File: config.mk
export PLATFORM = sky130hd
export DESIGN_NAME = smr_ctrl
export DESIGN_NICKNAME = d
export VERILOG_FILES = /design/src/inc/smr_pkg.sv /design/src/inc/smr_gate_if.sv /design/src/smr_gate_dec.sv /design/src/smr_ctrl.sv
export SDC_FILE = /design/constraint.sdc
export NUM_CORES = 1
export LEC_CHECK = 0
export CORE_AREA = 2 2 85 87
export CTS_CLUSTER_SIZE = 14
export DETAILED_ROUTE_END_ITERATION = 8
export DIE_AREA = 0 0 87 89
export DONT_BUFFER_PORTS = 1
export GPL_ROUTABILITY_DRIVEN = 0
export PLACE_DENSITY = 0.37
export SLEW_MARGIN = 30
export SYNTH_ARGS = -nofsm -noshare
export SYNTH_HDL_FRONTEND = slang
export SYNTH_SLANG_ARGS = --single-unit
export TNS_END_PERCENT = 30
File: constraint.sdc
create_clock -name clk -period 3.1 [get_ports clk]
set_clock_uncertainty 0.1 [all_clocks]
set_input_delay 0.62 -clock clk [delete_from_list [all_inputs] [get_ports clk]]
set_output_delay 0.62 -clock clk [all_outputs]
set_load 0.02 [all_outputs]
File: src/inc/smr_pkg.sv
package smr_pkg;
    // sleep-mode selection codes
    localparam logic [2:0] SM_IDLE = 3'h0;
    localparam logic [2:0] SM_ADCNR = 3'h1;
    localparam logic [2:0] SM_PDOWN = 3'h2;
    localparam logic [2:0] SM_PSAVE = 3'h3;
    localparam logic [2:0] SM_STBY = 3'h6;
    localparam logic [2:0] SM_XSTBY = 3'h7;
    // clock and oscillator restart timing
    localparam int CLK_PERIOD_NS = 40;
    localparam int OSC_START_NS = 1000;
    localparam int OSC_START_CYC = (OSC_START_NS + CLK_PERIOD_NS - 1) / CLK_PERIOD_NS;
    localparam logic [5:0] OSC_START_CNT = 6'(OSC_START_CYC);
    // pin counts and scan pin positions on the third port
    localparam int GP_PINS = 32;
    localparam int TCK_POS = 18;
    localparam int TMS_POS = 19;
    localparam int TDI_POS = 21;
    localparam logic [31:0] SCAN_PULL_MASK = 32'h002C0000;
    // controller states
    typedef enum logic [2:0] {
        SMR_RUN = 3'h1,
        SMR_SLEEP = 3'h2,
        SMR_WAKE = 3'h4
    } smr_state_t;
endpackage

File: src/inc/smr_gate_if.sv
`timescale 1ns/1ns
`default_nettype none
interface smr_gate_if;
    logic [2:0] mode;
    logic asleep;
    logic waking;
    logic cpu_en;
    logic io_en;
    logic adc_en;
    logic asy_en;
    logic osc_en;
    modport dec (input mode, asleep, waking, output cpu_en, io_en, adc_en, asy_en, osc_en);
    modport ctl (output mode, asleep, waking, input cpu_en, io_en, adc_en, asy_en, osc_en);
endinterface
`default_nettype wire

File: src/smr_gate_dec.sv
`timescale 1ns/1ns
`default_nettype none
module smr_gate_dec
    import smr_pkg::*;
(
    smr_gate_if.dec gif
);
    // per-mode clock domain gating; reserved codes never reach here asleep
    always_comb
    begin
        gif.cpu_en = 1'b1;
        gif.io_en = 1'b1;
        gif.adc_en = 1'b1;
        gif.asy_en = 1'b1;
        gif.osc_en = 1'b1;
        if (gif.waking)
        begin
            // oscillator restarting: nothing clocked but the timer
            gif.cpu_en = 1'b0;
            gif.io_en = 1'b0;
            gif.adc_en = 1'b0;
        end
        else if (gif.asleep)
        begin
            gif.cpu_en = 1'b0;
            case (gif.mode)
                SM_IDLE:
                begin
                    gif.io_en = 1'b1;
                end
                SM_ADCNR:
                begin
                    gif.io_en = 1'b0;
                end
                SM_PDOWN:
                begin
                    gif.io_en = 1'b0;
                    gif.adc_en = 1'b0;
                    gif.asy_en = 1'b0;
                    gif.osc_en = 1'b0;
                end
                SM_PSAVE:
                begin
                    gif.io_en = 1'b0;
                    gif.adc_en = 1'b0;
                    gif.osc_en = 1'b0;
                end
                SM_STBY:
                begin
                    gif.io_en = 1'b0;
                    gif.adc_en = 1'b0;
                    gif.asy_en = 1'b0;
                end
                default:
                begin
                    gif.io_en = 1'b0;
                    gif.adc_en = 1'b0;
                end
            endcase
        end
    end
endmodule // smr_gate_dec
`default_nettype wire

File: src/smr_ctrl.sv
`timescale 1ns/1ns
`default_nettype none
module smr_ctrl
    import smr_pkg::*;
(
    input wire logic clk,
    input wire logic nrst,
    input wire logic ext_rst_n,
    input wire logic sleep_req,
    input wire logic sleep_en,
    input wire logic [2:0] sleep_mode,
    input wire logic irq_ext,
    input wire logic irq_async,
    input wire logic irq_adc,
    input wire logic irq_any,
    input wire logic [31:0] port_dir,
    input wire logic [31:0] port_out,
    input wire logic [31:0] port_pull,
    input wire logic scan_en,
    input wire logic tap_shift,
    input wire logic tdo_data,
    output logic cpu_clk_en,
    output logic io_clk_en,
    output logic adc_clk_en,
    output logic asy_clk_en,
    output logic osc_en,
    output logic sleeping,
    output logic sys_rst_n,
    output logic [31:0] gp_o,
    output logic [31:0] gp_oe_n,
    output logic [31:0] gp_pull_en,
    output logic tdo_o,
    output logic tdo_oe_n
);
    smr_gate_if gif();
    smr_state_t st_r;
    smr_state_t st_nxt;
    logic [2:0] mode_r;
    logic [2:0] mode_nxt;
    logic [5:0] wait_r;
    logic [5:0] wait_nxt;
    logic arst_n;
    logic rst_meta_r;
    logic rst_sync_r;
    logic rst_any;
    logic mode_ok;
    logic wake_hit;
    logic osc_was_off;

    smr_gate_dec u_dec (
        .gif(gif)
    );

    // either reset pin clears everything at once, no clock needed
    assign arst_n = nrst & ext_rst_n;

    // release of the internal reset is synchronised; assertion stays async
    always_ff @(posedge clk or negedge arst_n)
    begin
        if (!arst_n)
        begin
            rst_meta_r <= 1'b0;
            rst_sync_r <= 1'b0;
        end
        else
        begin
            rst_meta_r <= 1'b1;
            rst_sync_r <= rst_meta_r;
        end
    end

    assign sys_rst_n = rst_sync_r;
    // combinational so pins float the instant a reset pin falls
    assign rst_any = ~arst_n | ~rst_sync_r;

    // reserved mode codes are refused rather than guessed at
    always_comb
    begin
        mode_ok = 1'b0;
        case (sleep_mode)
            SM_IDLE, SM_ADCNR, SM_PDOWN, SM_PSAVE, SM_STBY, SM_XSTBY:
            begin
                mode_ok = 1'b1;
            end
            default:
            begin
                mode_ok = 1'b0;
            end
        endcase
    end

    // wake sources allowed by the mode held at entry
    always_comb
    begin
        wake_hit = irq_ext;
        osc_was_off = 1'b0;
        case (mode_r)
            SM_IDLE:
            begin
                wake_hit = irq_any | irq_ext;
            end
            SM_ADCNR:
            begin
                wake_hit = irq_ext | irq_async | irq_adc;
            end
            SM_PDOWN:
            begin
                wake_hit = irq_ext;
                osc_was_off = 1'b1;
            end
            SM_PSAVE:
            begin
                wake_hit = irq_ext | irq_async;
                osc_was_off = 1'b1;
            end
            SM_STBY:
            begin
                wake_hit = irq_ext;
            end
            default:
            begin
                wake_hit = irq_ext | irq_async;
            end
        endcase
    end

    // sleep sequencer; the oscillator restart wait only follows modes that stopped it
    always_comb
    begin
        st_nxt = st_r;
        mode_nxt = mode_r;
        wait_nxt = wait_r;
        case (st_r)
            SMR_RUN:
            begin
                if (sleep_req && sleep_en && mode_ok)
                begin
                    st_nxt = SMR_SLEEP;
                    mode_nxt = sleep_mode;
                end
            end
            SMR_SLEEP:
            begin
                if (wake_hit && osc_was_off)
                begin
                    st_nxt = SMR_WAKE;
                    wait_nxt = OSC_START_CNT;
                end
                else if (wake_hit)
                begin
                    st_nxt = SMR_RUN;
                end
            end
            SMR_WAKE:
            begin
                if (wait_r <= 6'h01)
                begin
                    st_nxt = SMR_RUN;
                    wait_nxt = 6'h00;
                end
                else
                begin
                    wait_nxt = wait_r - 6'h01;
                end
            end
            default:
            begin
                st_nxt = SMR_RUN;
            end
        endcase
    end

    // state register
    always_ff @(posedge clk or negedge arst_n)
    begin
        if (!arst_n)
        begin
            st_r <= SMR_RUN;
        end
        else if (!rst_sync_r)
        begin
            st_r <= SMR_RUN;
        end
        else
        begin
            st_r <= st_nxt;
        end
    end

    // mode held for the whole sleep, so software changes mid-sleep do nothing
    always_ff @(posedge clk or negedge arst_n)
    begin
        if (!arst_n)
        begin
            mode_r <= SM_IDLE;
            wait_r <= 6'h00;
        end
        else
        begin
            mode_r <= mode_nxt;
            wait_r <= wait_nxt;
        end
    end

    // decoder looks at next state so the gating flops line up with st_r
    assign gif.mode = mode_nxt;
    assign gif.asleep = (st_nxt == SMR_SLEEP) && rst_sync_r;
    assign gif.waking = (st_nxt == SMR_WAKE) && rst_sync_r;

    // registered clock enables avoid glitches on the gating cells
    always_ff @(posedge clk or negedge arst_n)
    begin
        if (!arst_n)
        begin
            cpu_clk_en <= 1'b0;
            io_clk_en <= 1'b0;
            adc_clk_en <= 1'b0;
            asy_clk_en <= 1'b1;
            osc_en <= 1'b1;
            sleeping <= 1'b0;
        end
        else
        begin
            cpu_clk_en <= gif.cpu_en & rst_sync_r;
            io_clk_en <= gif.io_en & rst_sync_r;
            adc_clk_en <= gif.adc_en & rst_sync_r;
            asy_clk_en <= gif.asy_en;
            osc_en <= gif.osc_en;
            sleeping <= gif.asleep;
        end
    end

    // pads: enable is low while driving; reset floats them with no clock
    always_comb
    begin
        gp_o = port_out;
        gp_oe_n = rst_any ? 32'hFFFFFFFF : ~port_dir;
        gp_pull_en = rst_any ? 32'h00000000 : (port_pull & ~port_dir);
        if (scan_en)
        begin
            gp_pull_en = gp_pull_en | SCAN_PULL_MASK;
        end
    end

    // test data out only drives while the controller shifts
    assign tdo_o = tdo_data;
    assign tdo_oe_n = ~(scan_en & tap_shift);

    localparam int WAKE_MAX = OSC_START_CYC;
endmodule // smr_ctrl
`default_nettype wire

# After elaboration in Yosys (flattened, before gate mapping)
# Index checks and enable logic that the tools add are counted.
[totals]
output_inout_bits = 105
ram_bits = 0
ff_bits = 20
wordCells = 93
latch_bits = 0
mem_bits_ro = 0
n_memories = 0
input_bits = 111
[classes]
n_eq_ne = 19
n_addsub = 1
order_cmp = 1
muxes = 31
shifts = 0
n_reduce_logical = 16
div_mod_pow = 0
n_mul = 0
n_bitwise = 14
[op_table]
columns = ["cell", "n"]
rows = [
  ["$mux W32", 2],
  ["$and A32 B32 Y32", 1],
  ["$not A32 Y32", 1],
  ["$eq A3 B2 Y1 const B", 8],
  ["$mux W22", 1],
  ["$mux W3", 7],
  ["$eq A3 B3 Y1 const B", 6],
  ["$mux W1", 16],
  ["$eq A3 B1 Y1 const B", 4],
  ["$mux W6", 2],
  ["$pmux W6 S2", 1],
  ["$reduce_or A2 Y1", 5],
  ["$logic_not A3 Y1", 3],
  ["$pmux W3 S3", 1],
  ["$le A6 B1 Y1 const B", 1],
  ["$reduce_or A6 Y1", 1],
  ["$sub A6 B1 Y6 const B", 1],
  ["$and A1 B1 Y1", 5],
  ["$logic_and A1 B1 Y1", 5],
  ["$or A1 B1 Y1", 4],
  ["$not A1 Y1", 3],
  ["$pmux W1 S3", 1],
  ["$ne A2 B2 Y1 const B", 1],
  ["$reduce_and A2 Y1", 1],
  ["$reduce_bool A2 Y1", 1],
]

# Depth between registers and ports, before layout
[depth]
word_depth = 12
ltp_mapped = 6
depth_no_buf = 6

# By module
# A second synthesis with hierarchy kept.
[unflattened]
cells_unflattened = 203
area_unflattened_um2 = 1640.3
[by_module_without_submodules]
columns = ["mod", "instances", "area_per_inst_um2", "cells_per_inst"]
rows = [
  ["smr_ctrl", 1, 1597.8, 195],
  ["smr_gate_dec", 1, 42.5, 8],
]

# Worst setup path before layout
# OpenSTA, ideal clock, no wires.
[synth_path]
kind = "input -> output"
startpoint = "input port nrst"
endpoint = "output port gp_pull_en[20]"
setup_slack_ns = 0.050
path_stages = 5
required_time_ns = 2.380
arrival_time_ns = 2.330
path_buffers = 2
cell_sequence = "and2_1 > nand2_1 > clkbuf_1 > buf_1 > nor3b_1"
[synth_between]
elab_chain_len = 5
[synth_rtl]
columns = ["item", "line_no", "source"]
rows = [
  ["start: declaration", "smr_ctrl.sv:7", "input wire logic nrst,"],
  ["$and A1 B1 Y1", "smr_ctrl.sv:55", "assign arst_n = nrst & ext_rst_n;"],
  ["$not A1 Y1", "smr_ctrl.sv:74", "assign rst_any = ~arst_n | ~rst_sync_r;"],
  ["$or A1 B1 Y1", "smr_ctrl.sv:74", ""],
  ["$mux W32", "smr_ctrl.sv:238", "gp_pull_en = rst_any ? 32'h00000000 : (port_pull & ~port_dir);"],
  ["$mux W22", "smr_ctrl.sv:239", "if (scan_en)"],
  ["end: declaration", "smr_ctrl.sv:31", "output logic [31:0] gp_pull_en,"],
]
# No other way between the ends.

# Worst setup path in the final report
[layout_path]
startpoint = "register rst_sync_r, in the netlist sys_rst_n"
endpoint = "output port gp_pull_en[5]"
[layout_between]
elab_chain_len = 4
[layout_rtl]
columns = ["item", "line_no", "source"]
rows = [
  ["start: declaration", "smr_ctrl.sv:44", "logic rst_sync_r;"],
  ["start signal: assignment", "smr_ctrl.sv:68", "rst_sync_r <= rst_meta_r;"],
  ["$not A1 Y1", "smr_ctrl.sv:74", ""],
  ["$or A1 B1 Y1", "smr_ctrl.sv:74", ""],
  ["$mux W32", "smr_ctrl.sv:238", ""],
  ["$mux W22", "smr_ctrl.sv:239", ""],
]
# No other way between the ends.

==> flow_metrics.env <==
export IMPL_outcome="finished, final reports clean"
export IMPL_syn_area_um2=1672
export IMPL_cts_tree="built"
export IMPL_critPathMaxFanout=29
export IMPL_synth_seq_cells=20
export IMPL_dr_pass1_iters=4
export IMPL_antenna_found_initial=0
export IMPL_drt_wl_total_um=4690
export IMPL_p_per_area_nw_per_um2=421.0
export IMPL_slowest_stage="dfrtp_1"
export IMPL_finalCritPeriodShare_pct=79.05
export IMPL_ys_flop_type="dfrtp_1"
export IMPL_slew_violations=0
export IMPL_hpwlAfterDp_um=3865
export IMPL_post_synth_top_count_cell="nand2_1"
export IMPL_via_count=1409
export IMPL_io_buffers=0
export IMPL_grt_pass1_vias=1281
export IMPL_cp_common_cell="buf_4"
export IMPL_place_inst=275
export IMPL_rsz0062_at_grt="no"
export IMPL_setup_viol=0
export IMPL_core_area_um2=6719
export IMPL_setup_tns_final_ns=0
export IMPL_max_freq_mhz=408.1
export IMPL_synth_top_area_share_pct=25.45
export IMPL_grt_first_pass_wirelength_um=6403
export IMPL_finalNonFillerCells=279
export IMPL_worst_path_buf_inv=2
export IMPL_synth_common_cells="41 x nand2_1, 33 x buf_4, 30 x nor3b_1"
export IMPL_cts_max_path_buffers=2
export IMPL_post_cts_buffers=0
export IMPL_clockRootBuffer="clkbuf_8"
export IMPL_hold_viol=0
export IMPL_cts_made_buffers=3
export IMPL_drt_iter0_drc=41
export IMPL_ctsHoldBuffers=0
export IMPL_crit_required_ns=2.38
export IMPL_hold_class="flop to flop"
export IMPL_ioPinCount=216
export IMPL_maxCapViolCount=0
export IMPL_grt_max_degree=36
export IMPL_clkTransAtPathRegs_ns=0.08
export IMPL_fin_area_um2=1798
export IMPL_area_delta_synth_final_pct=7.560
export IMPL_async_flop_share_pct=100.0
export IMPL_yosysUniqueCellTypes=46
export IMPL_antennaDiodeCount=0
export IMPL_die_area_um2=7743
export IMPL_arrival_ns=1.73
export IMPL_nets=313
export IMPL_ir_worst_vdd_mv=0.1729
export IMPL_ys_warn_count=0
export IMPL_ys_seq_area_share_pct=30.16
export IMPL_ctsResizeCount=0
export IMPL_viasPerCell=5.050
export IMPL_postSynthCellCount=204
export IMPL_synth_edff_count=0
export IMPL_die_width_um=87
export IMPL_power_total_mw=0.7570
export IMPL_crit_chain="nand2_1, buf_4, nor3b_1, buf_4"
export IMPL_fp_row_count=30
export IMPL_hold_slack_ns=0.2542
export IMPL_avgSynthCellArea_um2=8.194
export IMPL_wire_per_inst_um=16.81
export IMPL_syn_nets=317
export IMPL_power_leakage_nw=0.7445
export IMPL_clock_latency_ns=0.26
export IMPL_slowest_delay_ns=0.59
export IMPL_dpl_cell_area_um2=1727
export IMPL_cts_htree_levels=1
export IMPL_drc=0
export IMPL_cp_top_family="flip-flops"
export IMPL_cts_sinks=20
export IMPL_grt_overflow=0
export IMPL_start_util_pct=24.88
export IMPL_grt_util_all_layers_pct=10.42
export IMPL_drive_gt1_share_pct=26.63
export IMPL_path_class="flop to output pin"
export IMPL_ant_nets=0
export IMPL_synth_area_top_cells="dfrtp_1 25%, buf_4 15%, nor3b_1 13%"
export IMPL_synth_largest_area_cell="dfrtp_1"
export IMPL_start_kind="flop"
export IMPL_worstSetupEndpointType="output pin"
export IMPL_dieHeight_um=89
export IMPL_period_needed_ns=2.451
==> cell type report <==
type	count	area (µm²)
multi-input combinational	137	859.6
tap	80	100.1
fill	723	4921
sequential	20	504.2
clock buffer	3	41.29
clock inverter	1	30.03
inverter	6	22.52
timing repair buffer	32	240.2
==> state kept, by name, summed over array words and instances, names as in the netlist <==
register,count
wait_r,6
rst_meta_r,1
io_clk_en,1
osc_en,1
st_r,3
asy_clk_en,1
mode_r,3
sleeping,1
adc_clk_en,1
sys_rst_n,1
cpu_clk_en,1
==> cell families after synthesis <==
| kind of cell | synth area share [%] |
|---|---|
| buffers and inverters | 18.41 |
| AO/OA/AOI/OAI | 10.18 |
| adder cells (fa/ha/maj) | 1.497 |
| flip-flops | 30.17 |
| other | 0.2243 |
| AND/OR/NAND/NOR | 36.38 |
| multiplexers | 2.620 |
| XOR/XNOR | 0.5240 |
==> cell usage in the layout, fill, tap and decap left out, drive strengths merged, types with 3 or more instances in the layout <==
cell / Yosys / routed
a21oi: 4 / 4
o21ai: 5 / 5
nand2: 41 / 41
inv: 6 / 6
clkbuf: 6 / 3
a31o: 3 / 3
nor3b: 30 / 30
dfstp: 3 / 3
buf: 35 / 32
dfrtp: 17 / 17
and2: 3 / 3
nand2b: 4 / 4
mux2: 3 / 3
nor3: 4 / 4
nor2: 9 / 9
==> metrics by stage <==
| step | setup WS, ns | utilization, % |
|---|---|---|
| 2_1_floorplan | 0.05024 | - |
| 3_3_place_gp | 0.7818 | 25.70 |
| 3_5_place_dp | 0.7631 | 25.70 |
| 4_1_cts | 0.6116 | 26.76 |
| 5_1_grt | 0.5564 | 26.76 |
| 6_report | 0.6494 | 26.76 |
==> final timing paths <==
| kind | start | to | slack (ns) | cells after the start |
|---|---|---|---|---|
| setup reg to reg | st_r[0] | io_clk_en | 1.10 | 5 |
| hold reg to reg | rst_meta_r | sys_rst_n | 0.25 | 0 |
| hold / removal | rst_meta_r | sys_rst_n | 0.25 | 0 |
| min in group asynchronous | ext_rst_n | rst_meta_r | 0.26 | 2 |
| setup / recovery | sys_rst_n | gp_pull_en[5] | 0.65 | 4 |
| max in group asynchronous | nrst | osc_en | 2.37 | 2 |
==> per-layer routing <==
metal  track usage [%]  vias up  wire length (µm)
met5                 0        -                 0
met4             4.688        0                68
met3             2.031       10               382
met2             16.72       88              2326
met1             13.60      657              1913
li1                  -      654                 -
==> worst reg2reg max path, stage by stage, from the launching register on <==
cell and delay (ns):
dfstp_2 0.55, nor4bb_1 0.24, nand3_1 0.40, o31a_4 0.28, o2111a_4 0.16, nor3_1 0.17
==> power breakdown <==
group / switching (mW) / internal, mW
sequential: 0.0410 / 0.293
combinational: 0.0909 / 0.0683
clock: 0.0913 / 0.172
Power figures use the tool's default switching activity.
